===== config.mk =====
export PLATFORM = sky130hd
export DESIGN_NAME = vos_top
export DESIGN_NICKNAME = d
export VERILOG_FILES = /design/src/pkg/vos_pkg.sv /design/src/rtl/vos_top.sv
export SDC_FILE = /design/constraint.sdc
export NUM_CORES = 1
export LEC_CHECK = 0
export ABC_AREA = 0
export BUFFER_PORTS_ARGS = -buffer_cell sky130_fd_sc_hd__buf_2
export CORE_ASPECT_RATIO = 0.8
export CORE_MARGIN = 8
export CORE_UTILIZATION = 56
export CTS_CLUSTER_DIAMETER = 50
export DETAILED_ROUTE_END_ITERATION = 16
export PLACE_DENSITY = 0.81
export SLEW_MARGIN = 20
export SYNTH_ARGS = -nofsm -noshare
export SYNTH_HDL_FRONTEND = slang
export SYNTH_SLANG_ARGS = --single-unit
export TNS_END_PERCENT = 20

===== constraint.sdc =====
create_clock -name clk_i -period 7.7 [get_ports clk_i]
set_input_delay 1.54 -clock clk_i [delete_from_list [all_inputs] [get_ports clk_i]]
set_output_delay 1.54 -clock clk_i [all_outputs]
set_load 0.01 [all_outputs]

===== src/pkg/vos_pkg.sv =====
package vos_pkg;

  // Output mode field encodings
  localparam logic [1:0] MODE_YCC16 = 2'h0;
  localparam logic [1:0] MODE_YCC8  = 2'h1;
  localparam logic [1:0] MODE_RGB   = 2'h2;
  localparam logic [1:0] MODE_DAC   = 2'h3;

  // Clock source select encodings
  localparam logic [1:0] CLK_XTAL27 = 2'h0;
  localparam logic [1:0] CLK_PLL54  = 2'h1;
  localparam logic [1:0] CLK_EXTPIN = 2'h2;
  localparam logic [1:0] CLK_CAPTURE = 2'h3;

  // Embedded sync code words
  localparam logic [7:0] SAV_EAV_FF = 8'hff;
  localparam logic [7:0] SAV_EAV_00 = 8'h00;
  localparam logic [7:0] XY_ACTIVE  = 8'h80;
  localparam logic [7:0] XY_BLANK   = 8'hab;
  localparam logic [7:0] BLANK_LUMA = 8'h10;
  localparam logic [7:0] BLANK_CHROMA = 8'h80;

  // Counter width and buffer depth
  localparam int CNT_W     = 12;
  localparam int BUF_DEPTH = 2;

  // Frame timing set
  typedef struct packed {
    logic [11:0] hsync_width;
    logic [11:0] vsync_width;
    logic [11:0] line_interval;
    logic [11:0] line_active_start;
    logic [11:0] line_active_range;
    logic [11:0] frame_interval;
    logic [11:0] frame_active_start;
    logic [11:0] frame_active_range;
    logic [11:0] hsync_delay;
    logic [11:0] vsync_delay;
  } vos_timing_t;

  // Control bits
  typedef struct packed {
    logic       encoder_enable;
    logic [1:0] output_mode_field;
    logic       slave_select;
    logic       sync_pin_direction;
    logic       luma_chroma_bus_swap;
    logic       chroma_order_select;
    logic       embedded_sync_enable;
    logic       rgb888_select;
    logic       rgb666_select;
    logic [1:0] clock_source_select;
    logic       osd_half_clock;
    logic [7:0] dac_source_select;
  } vos_ctrl_t;

  // One pixel word: Y, Cb, Cr, and RGB
  typedef struct packed {
    logic [7:0] y;
    logic [7:0] cb;
    logic [7:0] cr;
    logic [7:0] r;
    logic [7:0] g;
    logic [7:0] b;
  } vos_pixel_t;

endpackage : vos_pkg


===== src/rtl/vos_top.sv =====
// Behaviour
// - Pulse frame done interrupt at each frame end
// - No transfer controller requests are generated
// - Four DAC channels carry image data
// - Per-channel source select picks DAC data
// - 16-bit mode: luma, chroma on two buses
// - Bus swap bit exchanges luma and chroma
// - Chroma order bit picks Cb or Cr first
// - 8-bit mode muxes Y, Cb, Cr one bus
// - Embedded sync bit enables code-word timing
// - RGB565 default, bits select 888 or 666
// - Sync pins bidirectional per slave select
// - Master drives internal sync pulses out
// - Output enable exactly during valid data
// - Drive a pixel clock output
// - External pixel clock accepted when selected
// - Master needs slave and direction bits cleared
// - Ten timing values define master frame
// - Half-rate OSD needs odd line interval
// - Four clock sources; capture clock stops DAC
module vos_top (
  // Clock and reset
  input  wire logic                clk_i,
  input  wire logic                rst_i,
  // Configuration
  input  wire vos_pkg::vos_ctrl_t   ctrl_i,
  input  wire vos_pkg::vos_timing_t timing_i,
  // Pixel clock sources (asynchronous)
  input  wire logic [3:0]          clk_src_i,
  // Pixel stream in
  input  wire logic                pix_valid_i,
  output logic                     pix_ready_o,
  input  wire vos_pkg::vos_pixel_t  pix_i,
  // Sync pins, enables low while driving
  input  wire logic                vertical_drive_i,
  output logic                     vertical_drive_o,
  output logic                     vertical_drive_oe_n_o,
  input  wire logic                horizontal_drive_i,
  output logic                     horizontal_drive_o,
  output logic                     horizontal_drive_oe_n_o,
  // Digital display outputs
  output logic [7:0]               luma_bus_o,
  output logic [7:0]               chroma_bus_o,
  output logic [23:0]              rgb_bus_o,
  output logic                     panel_data_valid_o,
  output logic                     pixel_clock_out_o,
  // DAC outputs
  output logic [3:0][7:0]          analog_out_o,
  output logic                     dac_clock_enable_o,
  // Status
  output logic                     frame_done_irq_o,
  output logic                     timing_error_o
);

  ////////////////////////////////////////////////////////////////////////////
  typedef struct packed {
    logic [1:0]                  clk_sync;
    logic                        clk_prev;
    logic [1:0]                  vd_sync;
    logic [1:0]                  hd_sync;
    logic                        vd_prev;
    logic                        hd_prev;
    logic [11:0]                 hcnt;
    logic [11:0]                 vcnt;
    logic                        phase;
    logic [1:0]                  byte_sel;
    vos_pkg::vos_pixel_t [1:0]   buf_mem;
    logic                        wr_ptr;
    logic                        rd_ptr;
    logic [1:0]                  count;
    vos_pkg::vos_pixel_t         cur;
    logic [7:0]                  luma;
    logic [7:0]                  chroma;
    logic [23:0]                 rgb;
    logic [3:0][7:0]             dac;
    logic                        de;
    logic                        vd_out;
    logic                        hd_out;
    logic                        pclk;
    logic                        irq;
  } vos_state_t;

  vos_state_t s;
  vos_state_t next_s;

  logic       pix_edge;
  logic       master;
  logic       line_end;
  logic       frame_end;
  logic       h_act;
  logic       v_act;
  logic       active;
  logic       pop;
  logic [7:0] first_c;
  logic [7:0] second_c;
  logic [7:0] xy_word;
  vos_pkg::vos_pixel_t head;

  ////////////////////////////////////////////////////////////////////////////
  // Selected pixel clock and its rising edge; capture clock disables the DAC
  logic sel_clk;
  assign sel_clk = clk_src_i[ctrl_i.clock_source_select];
  assign pix_edge = s.clk_sync[1] & ~s.clk_prev;
  assign dac_clock_enable_o = (ctrl_i.clock_source_select != vos_pkg::CLK_CAPTURE);

  // Master only when slave bit and direction bit are both clear
  assign master = ~ctrl_i.slave_select & ~ctrl_i.sync_pin_direction;

  // Window decode against the running counters
  assign line_end  = s.hcnt == timing_i.line_interval;
  assign frame_end = s.vcnt == timing_i.frame_interval;
  assign h_act = (s.hcnt >= timing_i.line_active_start) &&
                 (s.hcnt < 12'(timing_i.line_active_start + timing_i.line_active_range));
  assign v_act = (s.vcnt >= timing_i.frame_active_start) &&
                 (s.vcnt < 12'(timing_i.frame_active_start + timing_i.frame_active_range));
  assign active = h_act & v_act & ctrl_i.encoder_enable;

  // One pixel drained per valid pixel edge; an empty buffer blanks instead
  assign pop = pix_edge & active & (s.count != 2'h0);
  assign pix_ready_o = (s.count != 2'(vos_pkg::BUF_DEPTH));

  // Chroma order select decides which sample leads the pair; the word being
  // shown is the one popped now, so the held copy would lag by one pixel
  assign head     = pop ? s.buf_mem[s.rd_ptr] : s.cur;
  assign first_c  = ctrl_i.chroma_order_select ? head.cr : head.cb;
  assign second_c = ctrl_i.chroma_order_select ? head.cb : head.cr;
  assign xy_word  = v_act ? vos_pkg::XY_ACTIVE : vos_pkg::XY_BLANK;

  // Half-rate OSD clock needs an odd line interval; an even one is flagged
  assign timing_error_o = ctrl_i.osd_half_clock & timing_i.line_interval[0] == 1'b0;

  ////////////////////////////////////////////////////////////////////////////
  // Next-state logic
  always_comb begin
    logic [7:0] y_lane;
    logic [7:0] c_lane;
    vos_pkg::vos_pixel_t px;
    y_lane = 8'h00;
    c_lane = 8'h00;
    px     = s.cur;
    next_s = s;
    next_s.de       = 1'b0;
    next_s.clk_sync = {s.clk_sync[0], sel_clk};
    next_s.clk_prev = s.clk_sync[1];
    next_s.vd_sync  = {s.vd_sync[0], vertical_drive_i};
    next_s.hd_sync  = {s.hd_sync[0], horizontal_drive_i};
    next_s.irq      = 1'b0;
    next_s.pclk     = s.clk_sync[1];

    // Two-entry buffer fill side
    if (pix_valid_i && pix_ready_o) begin
      next_s.buf_mem[s.wr_ptr] = pix_i;
      next_s.wr_ptr = ~s.wr_ptr;
    end
    if (pix_valid_i && pix_ready_o && !pop) begin
      next_s.count = 2'(s.count + 2'h1);
    end else if (!(pix_valid_i && pix_ready_o) && pop) begin
      next_s.count = 2'(s.count - 2'h1);
    end

    if (pix_edge) begin
      next_s.vd_prev = s.vd_sync[1];
      next_s.hd_prev = s.hd_sync[1];
      // Counters: free-running in master, restarted by pins in slave
      if (master) begin
        next_s.hcnt = line_end ? 12'h000 : 12'(s.hcnt + 12'h001);
        if (line_end) begin
          next_s.vcnt = frame_end ? 12'h000 : 12'(s.vcnt + 12'h001);
          next_s.irq = frame_end;
        end
      end else begin
        next_s.hcnt = 12'(s.hcnt + 12'h001);
        if (s.hd_sync[1] && !s.hd_prev) begin
          next_s.hcnt = 12'h000;
          next_s.vcnt = 12'(s.vcnt + 12'h001);
        end
        if (s.vd_sync[1] && !s.vd_prev) begin
          next_s.vcnt = 12'h000;
          next_s.irq = 1'b1;
        end
      end

      // Sync pulses start after the delay and last the width
      next_s.hd_out = (s.hcnt >= timing_i.hsync_delay) &&
                      (s.hcnt < 12'(timing_i.hsync_delay + timing_i.hsync_width));
      next_s.vd_out = (s.vcnt >= timing_i.vsync_delay) &&
                      (s.vcnt < 12'(timing_i.vsync_delay + timing_i.vsync_width));

      if (pop) begin
        px = s.buf_mem[s.rd_ptr];
        next_s.cur = px;
        next_s.rd_ptr = ~s.rd_ptr;
      end else begin
        px = s.cur;
      end
      next_s.de = pop;
      next_s.phase = active ? ~s.phase : 1'b0;

      // Output formatting per mode
      case (ctrl_i.output_mode_field)
        vos_pkg::MODE_YCC16: begin
          y_lane = pop ? px.y : vos_pkg::BLANK_LUMA;
          c_lane = !pop ? vos_pkg::BLANK_CHROMA : (s.phase ? second_c : first_c);
        end
        vos_pkg::MODE_YCC8: begin
          next_s.byte_sel = 2'(s.byte_sel + 2'h1);
          if (ctrl_i.embedded_sync_enable && !h_act) begin
            // Code word sequence FF 00 00 XY in the blanking gap
            case (s.byte_sel)
              2'h0: y_lane = vos_pkg::SAV_EAV_FF;
              2'h1: y_lane = vos_pkg::SAV_EAV_00;
              2'h2: y_lane = vos_pkg::SAV_EAV_00;
              default: y_lane = xy_word;
            endcase
          end else if (!pop) begin
            y_lane = s.byte_sel[0] ? vos_pkg::BLANK_LUMA : vos_pkg::BLANK_CHROMA;
          end else begin
            case (s.byte_sel)
              2'h0: y_lane = first_c;
              2'h1: y_lane = px.y;
              2'h2: y_lane = second_c;
              default: y_lane = px.y;
            endcase
          end
        end
        default: begin
          y_lane = 8'h00;
          c_lane = 8'h00;
        end
      endcase

      // Bus swap exchanges the two digital buses
      next_s.luma   = ctrl_i.luma_chroma_bus_swap ? c_lane : y_lane;
      next_s.chroma = ctrl_i.luma_chroma_bus_swap ? y_lane : c_lane;

      // RGB packing: 565 unless a pin-function bit chooses otherwise
      if (!pop || ctrl_i.output_mode_field != vos_pkg::MODE_RGB) begin
        next_s.rgb = 24'h000000;
      end else if (ctrl_i.rgb888_select) begin
        next_s.rgb = {px.r, px.g, px.b};
      end else if (ctrl_i.rgb666_select) begin
        next_s.rgb = {px.r[7:2], 2'h0, px.g[7:2], 2'h0, px.b[7:2], 2'h0};
      end else begin
        next_s.rgb = {px.r[7:3], 3'h0, px.g[7:2], 2'h0, px.b[7:3], 3'h0};
      end

      // DAC channels: per-channel source pick among Y, Cb, Cr, or Cb/Cr alternating by phase
      for (int ch = 0; ch < 4; ch++) begin
        case (ctrl_i.dac_source_select[2*ch +: 2])
          2'h0: next_s.dac[ch] = pop ? px.y : vos_pkg::BLANK_LUMA;
          2'h1: next_s.dac[ch] = pop ? px.cb : vos_pkg::BLANK_CHROMA;
          2'h2: next_s.dac[ch] = pop ? px.cr : vos_pkg::BLANK_CHROMA;
          default: next_s.dac[ch] = pop ? (s.phase ? px.cr : px.cb) : vos_pkg::BLANK_CHROMA;
        endcase
        if (ctrl_i.output_mode_field != vos_pkg::MODE_DAC || !dac_clock_enable_o) begin
          next_s.dac[ch] = 8'h00;
        end
      end
    end
  end

  ////////////////////////////////////////////////////////////////////////////
  // State register
  always_ff @(posedge clk_i) begin
    if (rst_i) begin
      s <= '0;
    end else begin
      s <= next_s;
    end
  end

  ////////////////////////////////////////////////////////////////////////////
  // Outputs; no transfer-controller request port exists at all
  assign luma_bus_o              = s.luma;
  assign chroma_bus_o            = s.chroma;
  assign rgb_bus_o               = s.rgb;
  assign panel_data_valid_o      = s.de;
  assign pixel_clock_out_o       = s.pclk;
  assign analog_out_o            = s.dac;
  assign frame_done_irq_o        = s.irq;
  assign vertical_drive_o        = s.vd_out;
  assign horizontal_drive_o      = s.hd_out;
  assign vertical_drive_oe_n_o   = ctrl_i.slave_select | ctrl_i.sync_pin_direction;
  assign horizontal_drive_oe_n_o = ctrl_i.slave_select | ctrl_i.sync_pin_direction;

  ////////////////////////////////////////////////////////////////////////////
  // Checks
  a_pix_edge_irq: assert property (@(posedge clk_i) disable iff (rst_i)
    frame_done_irq_o |-> $past(pix_edge))
    else $error("frame done without pixel edge");
  a_irq_one_cycle: assert property (@(posedge clk_i) disable iff (rst_i)
    frame_done_irq_o |=> !frame_done_irq_o)
    else $error("frame done longer than one cycle");
  a_de_window: assert property (@(posedge clk_i) disable iff (rst_i)
    pix_edge && !active |=> !panel_data_valid_o)
    else $error("output enable outside window");
  a_master_drive: assert property (@(posedge clk_i) disable iff (rst_i)
    master |-> !vertical_drive_oe_n_o && !horizontal_drive_oe_n_o)
    else $error("master not driving sync pins");
  a_slave_release: assert property (@(posedge clk_i) disable iff (rst_i)
    ctrl_i.slave_select |-> vertical_drive_oe_n_o && horizontal_drive_oe_n_o)
    else $error("slave still driving sync pins");
  a_h_wrap: assert property (@(posedge clk_i) disable iff (rst_i)
    master && pix_edge && line_end |=> s.hcnt == 12'h000)
    else $error("line counter did not wrap");
  a_dac_off: assert property (@(posedge clk_i) disable iff (rst_i)
    ctrl_i.clock_source_select == vos_pkg::CLK_CAPTURE && pix_edge |=> analog_out_o == '0)
    else $error("dac active on capture clock");
  a_buf_bound: assert property (@(posedge clk_i) disable iff (rst_i)
    s.count <= 2'(vos_pkg::BUF_DEPTH))
    else $error("buffer overfilled");
  a_hsync_pulse: assert property (@(posedge clk_i) disable iff (rst_i)
    pix_edge && s.hcnt == timing_i.hsync_delay && timing_i.hsync_width != 12'h000
    |=> horizontal_drive_o)
    else $error("hsync not started at delay");

endmodule : vos_top


# After elaboration in Yosys (flattened, before gate mapping)

Cells that the tools add are included.

$add $sub $neg: 9
$lt $le $gt $ge: 12
Equal/unequal tests: 18
Multiplexer cells: 50
Bitwise gates (word level): 16
Reduce and logical (&&, ||, !) cells: 33

Operators by type and width:

| kind                    | count |
|---|---|
| $mux W48                | 4 |
| $mux W8                 | 19 |
| $bwmux W96              | 1 |
| $pmux W8 S3             | 4 |
| $mux W24                | 3 |
| $add A12 B12 Y12        | 4 |
| $demux W48 S1           | 1 |
| $ge A12 B12 Y1          | 4 |
| $lt A12 B12 Y1          | 4 |
| $mux W12                | 4 |
| $pmux W8 S2             | 3 |
| $mux W19                | 2 |
| $add A12 B1 Y12 const B | 2 |
| $eq A12 B12 Y1          | 2 |
| $eq A2 B1 Y1 const B    | 6 |
| $logic_not A2 Y1        | 6 |
| $logic_and A1 B1 Y1     | 11 |
| $eq A2 B2 Y1 const B    | 5 |
| $ne A2 B2 Y1 const B    | 4 |
| $not A1 Y1              | 8 |
| $and A1 B1 Y1           | 7 |
| $logic_not A1 Y1        | 6 |
| $mux W6                 | 1 |
| $mux W1                 | 5 |
| other kinds (15)        | 22 |

Flip-flop bits (word level): 260
Bits of input ports: 198
Output and inout bits: 82
Word-level logic and storage cells: 180

# Logic depth before layout (Yosys ltp)

Gate-level depths: netlist (run 1).

Depth in word-level cells: 13
Depth in mapped cells: 24
Mapped depth without buffers: 22

# Least setup slack after synthesis (run 1)

No wires, ideal clock.

Path type: in2reg
From: in timing_i[61] (netlist bit)
To: reg s[126] (netlist bit)
Library setup time: 70 ps
Data arrival time: 5,809 ps
Required time: 7,630 ps
Setup slack: 1,821 ps
Stages on the path: 22
Path buffers: 2
Path through: ha_1 -> a21o_1 -> a21oi_1 -> o21bai_1 -> a211o_1 -> a31oi_1 -> nor2b_1 -> o21a_1 -> o41a_1 -> xnor2_1 -> ha_1 -> a21oi_1 -> o21ai_0 -> a21o_1 -> nor4_4 -> and3_1 -> buf_4 -> inv_2 -> buf_1 -> ha_1 -> or3_1 -> a21oi_1

Longest elaborated chain between the ends: 10
Elaborated cells on any way between the ends: 12
Classes of those cells: 1 x add/sub; 1 x order compare; 1 x mux; 4 x bitwise; 5 x reduce/logical

RTL lines:

| what                                                 | RTL line       | text |
|---|---|---|
| start: declaration                                   | vos_top.sv:27  | `input wire vos_pkg::vos_timing_t timing_i,` |
| $add A12 B12 Y12 *                                   | vos_top.sv:113 | `(s.hcnt < 12'(timing_i.line_active_start + timing_i.line_active_range));` |
| $lt A12 B12 Y1 *                                     | vos_top.sv:113 |  |
| $logic_and A1 B1 Y1 *                                | vos_top.sv:112 | `assign h_act = (s.hcnt >= timing_i.line_active_start) &&` |
| $and A1 B1 Y1 * (2 in a row)                         | vos_top.sv:116 | `assign active = h_act & v_act & ctrl_i.encoder_enable;` |
| $and A1 B1 Y1 * (2 in a row)                         | vos_top.sv:119 | `assign pop = pix_edge & active & (s.count != 2'h0);` |
| $logic_not A1 Y1                                     | vos_top.sv:155 | `if (pix_valid_i && pix_ready_o && !pop) begin` |
| $logic_and A1 B1 Y1                                  | vos_top.sv:155 |  |
| $mux W2 / $reduce_bool A2 Y1 (equally long branches) | -              |  |
| end signal: assignment                               | vos_top.sv:268 | `s <= next_s;` |
| end: declaration                                     | vos_top.sv:83  | `vos_state_t s;` |

Every way passes the cells marked *; elsewhere a longest branch is shown, timed or not.
A chain may end at the register's enable or synchronous reset.

# Worst setup path after layout (run 1)

From: in timing_i[61] (netlist bit)
To: reg s (netlist bit luma_bus_o[6])

Longest elaborated chain between the ends: 13
Elaborated cells on any way between the ends: 18
Classes of those cells: 1 x add/sub; 1 x order compare; 9 x mux; 4 x bitwise; 3 x reduce/logical

RTL lines:

| what                       | RTL line       | text |
|---|---|---|
| $add A12 B12 Y12 *         | vos_top.sv:113 |  |
| $lt A12 B12 Y1 *           | vos_top.sv:113 |  |
| $logic_and A1 B1 Y1 *      | vos_top.sv:112 |  |
| $and A1 B1 Y1 (2 in a row) | vos_top.sv:116 |  |
| $and A1 B1 Y1 (2 in a row) | vos_top.sv:119 |  |
| $mux W48                   | -              |  |
| $pmux W8 S2                | vos_top.sv:218 | `case (s.byte_sel)` |
| $mux W8                    | vos_top.sv:215 | `end else if (!pop) begin` |
| $mux W8                    | vos_top.sv:207 | `if (ctrl_i.embedded_sync_enable && !h_act) begin` |
| $pmux W8 S2                | vos_top.sv:200 | `case (ctrl_i.output_mode_field)` |
| $mux W8 *                  | vos_top.sv:233 | `next_s.luma = ctrl_i.luma_chroma_bus_swap ? c_lane : y_lane;` |

Marked as above.

==> results.yml, run 1 <==
run_status:
  status: "finished, final reports clean"
final_layout:
  fin_nets: 2320
  synthToLayoutAreaGrowth_pct: 12.5
  final_area_um2: 16400
  fillerInstances: 2211
  drive_gt1_share_pct: 18.8
sta:
  fmax_ghz: 0.159
  rsz0062_at_grt: "false"
  setup_tns_ns: 0
  slew_violations: 0
  fin_crit_ns: 6.28
  slew-limit-headroom_pct: 28.8
  hold_viol_final: 0
  worstMarginPinSlew_ns: 1.06
  clock_skew_ns: 0.0110
  post-route-period-util_pct: 81.6
  finalSetupViolations: 0
clock_network:
  clkTransAtPathRegs_ns: 0.06
  cts_tree: "built"
  postCtsSetupRepairBufs: 0
  htreeDepth: 1
  cts_buffers: 25
  clock_path_buffers: 3
  insertion_delay_ns: 0.54
  root_buffer: "clkbuf_16"
  hold_buffers: 0
  cts_resized: 0
  cts_sinks: 216
drt:
  drtIter0Drc: 1115
  via_per_inst: 5.84
  wl_mm: 43.2
  drcViolationCount: 0
  vias: 13700
  avgRoutedWirePerCell_um: 18.4
  ant_nets: 0
  first_pass_iters: 6
die:
  core_area_um2: 25400
  dieWidth_um: 196
  num_rows: 52
  die_area_um2: 31500
  num_io_pins: 280
  start_util_pct: 57.3
  die-height_um: 160
grt:
  grt_max_degree: 92
  grt_pass1_wl_mm: 68.1
  grt_antenna_before_repair: 15
  grt_overflow: 0
  grt_use_total_pct: 26.0
  grt_pass1_vias: 13200
power_and_ir_drop:
  power_mw: 2.95
  irDropWorstVdd_mv: 0.144
  p_leak_nw: 7.22
  powerDensity_nw_per_um2: 180
yosys:
  synth_edf_count: 0
  netlist_area_um2: 14600
  ys.flop_type: "dfxtp_1"
  yosys.cell_types.count: 61
  avgSynthCellArea_um2: 7.94
  yosysMostFrequentCell: "nand2_1"
  syn-num-nets: 2180
  synth_top_cells_by_area: "dfxtp_1, ha_1, nand2_1"
  yosysTopAreaCellShare_pct: 29.7
  synth_cells: 1836
  synth_seq_area_share_pct: 29.7
  ys_top_cells_by_count: "nand2_1, dfxtp_1, a21oi_1, ha_1, nor2_1"
  yosys.area.top_type: "dfxtp_1"
  ys_warn_count: 0
  synthArstFlopShare_pct: 0
  synth_seq_cells: 216
placed_design:
  portBuffers: 279
  postPlaceCellArea_um2: 15500
  gp_congestion: 0.916
  dpl.hpwl_mm: 32.4
critical_path:
  start_kind: "primary input"
  crit_required_ns: 8.14
  crit_path_end_kind: "flop"
  cp.arrival_ns: 6.72
  cp_max_fo: 20
  critPathKind: "in -> reg"
flow_run:
  maxCapViolations: 0
min_path:
  hold_class: "reg -> reg"
## cells by family (layout without fill, tap and decap cells)
group,after synthesis,in the layout,synth area share [%]
buffers and inverters,251,410,8.49
DFF,216,216,29.7
muxes,66,66,4.83
and+or+nand+nor,586,586,17.6
other,0,4,0
xor gates and xnor gates,87,87,5.23
adders and majority gates,146,146,12.7
AOI/OAI and AO/OA,484,484,21.5
## worst max-delay path, stage by stage
cell	delay, ns
buf_2	0.12
ha_1	0.28
a21o_1	0.16
a21oi_1	0.21
o21bai_1	0.12
a211o_1	0.30
a31oi_1	0.27
nor2b_1	0.08
o21a_1	0.20
o41a_1	0.35
xnor2_1	0.18
ha_1	0.27
a21oi_1	0.14
o21ai_0	0.19
a2111oi_1	0.47
and4_1	0.83
o21ai_1	0.26
a221oi_2	0.35
mux2i_1	0.13
a211oi_1	0.26
## registers in the layout, indices dropped and copies added (netlist names)
signal and flops:
vertical_drive_o 1, chroma_bus_o 8, panel_data_valid_o 1, pixel_clock_out_o 1
rgb_bus_o 24, next_s 4, luma_bus_o 8, horizontal_drive_o 1
frame_done_irq_o 1, s 135, analog_out_o 32
## layout by cell type, fill, tap and decap left out, types with 30 or more instances in the layout
| master | synthesis | layout |
|---|---|---|
| a21oi_1 | 193 | 193 |
| buf_2 | 8 | 278 |
| dfxtp_1 | 216 | 215 |
| ha_1 | 142 | 142 |
| inv_1 | 75 | 75 |
| mux2i_1 | 41 | 41 |
| nand2_1 | 303 | 303 |
| nor2_1 | 133 | 131 |
| nor2b_1 | 31 | 30 |
| o21ai_0 | 78 | 78 |
| xnor2_1 | 47 | 46 |
| xor2_1 | 40 | 40 |
## power by group
part / switching, mW / total [mW] / internal [mW]
sequential: 0.0265 / 1.19 / 1.16
combinational: 0.343 / 0.577 / 0.234
clock: 0.485 / 1.19 / 0.704
## routing by layer
| metal | up-vias | wire length [um] | GRT usage, % | share of wire [%] |
|---|---|---|---|---|
| li1 | 6647 | - | - | - |
| met1 | 6396 | 18900 | 34.3 | 44 |
| met2 | 544 | 18700 | 40.2 | 43 |
| met3 | 116 | 4150 | 7.65 | 9.6 |
| met4 | 24 | 1340 | 8.29 | 3.1 |
| met5 | - | 125 | 0 | 0.29 |
## through the flow
step           cells  util (%)  setup WS [ns]  hold slack, ns
6_report        2350      64.4           1.42           0.438
5_1_grt         2348      64.4           1.02           0.462
4_1_cts         2346      64.4           1.48           0.442
3_5_place_dp    2300      61.1          0.940           0.430
3_3_place_gp    2300      61.1           1.21           0.424
2_1_floorplan   1836         -           1.82           0.414
## area by class of cell
class                           instances  area [um^2]  share of cell area (%)
Sequential cell                       216         4330                    26.4
Multi-Input combinational cell       1369         9040                    55.1
Timing Repair Buffer                  288         1470                    8.94
Clock inverter                         11          139                   0.847
Clock buffer                           35          693                    4.23
Tap cell                              351          439                    2.68
Antenna cell                            4         10.0                  0.0611
Inverter                               76          285                    1.74
## worst paths after layout
kind	start	to	slack (ns)	cells after the start
worst min-delay path	next_s[257]	s[257]	0.44	1
worst min register to register	next_s[257]	s[257]	0.44	1
worst max-delay path	timing_i[61]	luma_bus_o[6]	1.42	20
worst max register to register	s[240]	luma_bus_o[6]	3.82	11
Note: power is estimated with default switching activity, not from simulation.
==> inputs of run 2 (changes only) <==
Settings changed: CORE_UTILIZATION 56 to 51, PLACE_DENSITY 0.81 to 0.77.
Clock period 7.7 ns to 5.4 ns, I/O delays scaled along.
==> run 2 against run 1 <==
Effect of this change:
- via count is 1.3% higher
- final area is 2.2% higher
- global-route usage is 1.4 points lower
- critical path depth is 3 higher
- hold slack better by 0.0055 ns
- register-to-register slack worse by 1.8 ns
- sequential share of layout area is 0.58 points lower
- die area is 8.9% higher
- non-clock buffer count is 37 higher
- largest cell class unchanged
==> results.yml, run 2 (synthesis results as in run 1) <==
drt:
  wl_mm: 45.0
  drtIter0Drc: 1087
  first_pass_iters: 6
  via_per_inst: 5.77
  drcViolationCount: 0
  vias: 13900
  avgRoutedWirePerCell_um: 18.7
  ant_nets: 0
critical_path:
  critPathKind: "in -> reg"
  critPathSlowestCell: "a211o_1"
  crit_path_end_kind: "flop"
  cp.arrival_ns: 5.50
  start_kind: "primary input"
  crit_required_ns: 5.83
  worstPathCellList: "buf_2, ha_1, a21o_1, a21oi_1, o21bai_1, a211o_1, a31oi_2, nor2b_1, o21a_1, o41a_1, xnor2_1, ha_1, a21oi_1, o21ai_1, buf_4, a21o_1, nor4_4, and3_1, inv_2, ha_1, xor2_1, or3_1, a21oi_1"
  critPathMaxStageDelay_ns: 0.33
  cp_max_fo: 3
sta:
  post-route-period-util_pct: 93.8
  slew_violations: 0
  fin_crit_ns: 5.07
  clock_skew_ns: 0.0131
  finalSetupViolations: 0
  setup_slack_ns: 0.335
  rsz0062_at_grt: "false"
  worstMarginPinSlew_ns: 1.04
  setup_tns_ns: 0
  hold_viol_final: 0
  hold_ws_ns: 0.444
  slew-limit-headroom_pct: 28.6
  fmax_ghz: 0.197
clock_network:
  cts_buffers: 25
  cts_resized: 0
  htreeDepth: 1
  hold_buffers: 0
  cts_sinks: 216
  clock_path_buffers: 3
  insertion_delay_ns: 0.52
  cts_tree: "built"
  postCtsSetupRepairBufs: 0
  root_buffer: "clkbuf_16"
  clkTransAtPathRegs_ns: 0.06
grt:
  grt_use_total_pct: 24.6
  grt_max_degree: 107
  grt_overflow: 0
  grt_antenna_before_repair: 16
  grt_pass1_vias: 13300
  grt_pass1_wl_mm: 69.7
power_and_ir_drop:
  powerDensity_nw_per_um2: 257
  p_leak_nw: 7.44
  power_mw: 4.31
  irDropWorstVdd_mv: 0.248
final_layout:
  fillerInstances: 2558
  layout_common_cells: "nand2_1, buf_2, dfxtp_1, a21oi_1, ha_1"
  final_common_cell: "nand2_1"
  top_register: "s"
  synthToLayoutAreaGrowth_pct: 15.0
  finalNonFillerCells: 2409
  fin_nets: 2357
  largest_reg_flops: 135
  drive_gt1_share_pct: 20.6
placed_design:
  portBuffers: 279
  place_inst: 2356
  pre_cts_ws_ns: -0.243
  gp_congestion: 0.975
  dpl.hpwl_mm: 33.9
die:
  num_io_pins: 280
  core_area_um2: 28200
  dieWidth_um: 205
  start_util_pct: 51.6
  die_area_um2: 34300
  die-height_um: 167
  num_rows: 55
min_path:
  hold_class: "reg -> reg"
flow_run:
  maxCapViolations: 0
run_status:
  status: "finished, final reports clean"
==> run 2: cell type report <==
type                    count  area [um^2]  share of cell area, %
diodes                      8         20.0                  0.119
clock buffers              32          692                   4.13
clock inverters            13          176                   1.05
inverters                  76          285                   1.70
multi-input cells        1369         9040                   53.9
flip-flops and latches    216         4330                   25.8
well taps                 370          463                   2.76
repair buffers            325         1760                   10.5
==> run 2: worst max-delay path: cells and delay by family <==
kind	cells	cell delay, ns
buffers and inverters	3	0.32
XOR/XNOR	2	0.29
AND/OR/NAND/NOR	4	0.89
AO/OA/AOI/OAI	11	2.12
adder cells (fa/ha/maj)	3	0.78
==> run 2: final timing paths <==
kind / startpoint / endpoint / slack (ns) / cells past startpoint
max: timing_i[61] / s[126] / 0.33 / 23
min: next_s[255] / s[255] / 0.44 / 1
max reg2reg: s[247] / s[126] / 2.04 / 13
min reg2reg: next_s[255] / s[255] / 0.44 / 1
==> run 2: power breakdown <==
part | total (mW) | internal (mW) | switching, mW | leakage (nW)
registers | 1.69 | 1.66 | 0.0382 | 1.75
logic | 0.849 | 0.347 | 0.502 | 5.25
clock network | 1.77 | 1.10 | 0.672 | 0.434
total | 4.31 | 3.10 | 1.21 | 7.44
==> run 2: per-stage QoR <==
stage / util (%) / area, um^2
after global routing: 59.4 / 16800
after CTS: 59.3 / 16700
after detailed placement: 56.2 / 15900
final: 59.4 / 16800
after floorplan: - / 14600
after global placement: 56.2 / 15900
==> run 2: routing by layer <==
layer	vias up	track usage [%]	routed length (um)
met5	-	0	129
met4	20	6.15	984
met3	97	6.44	4350
met2	571	39.1	20000
met1	6484	32.9	19500
li1	6734	-	-
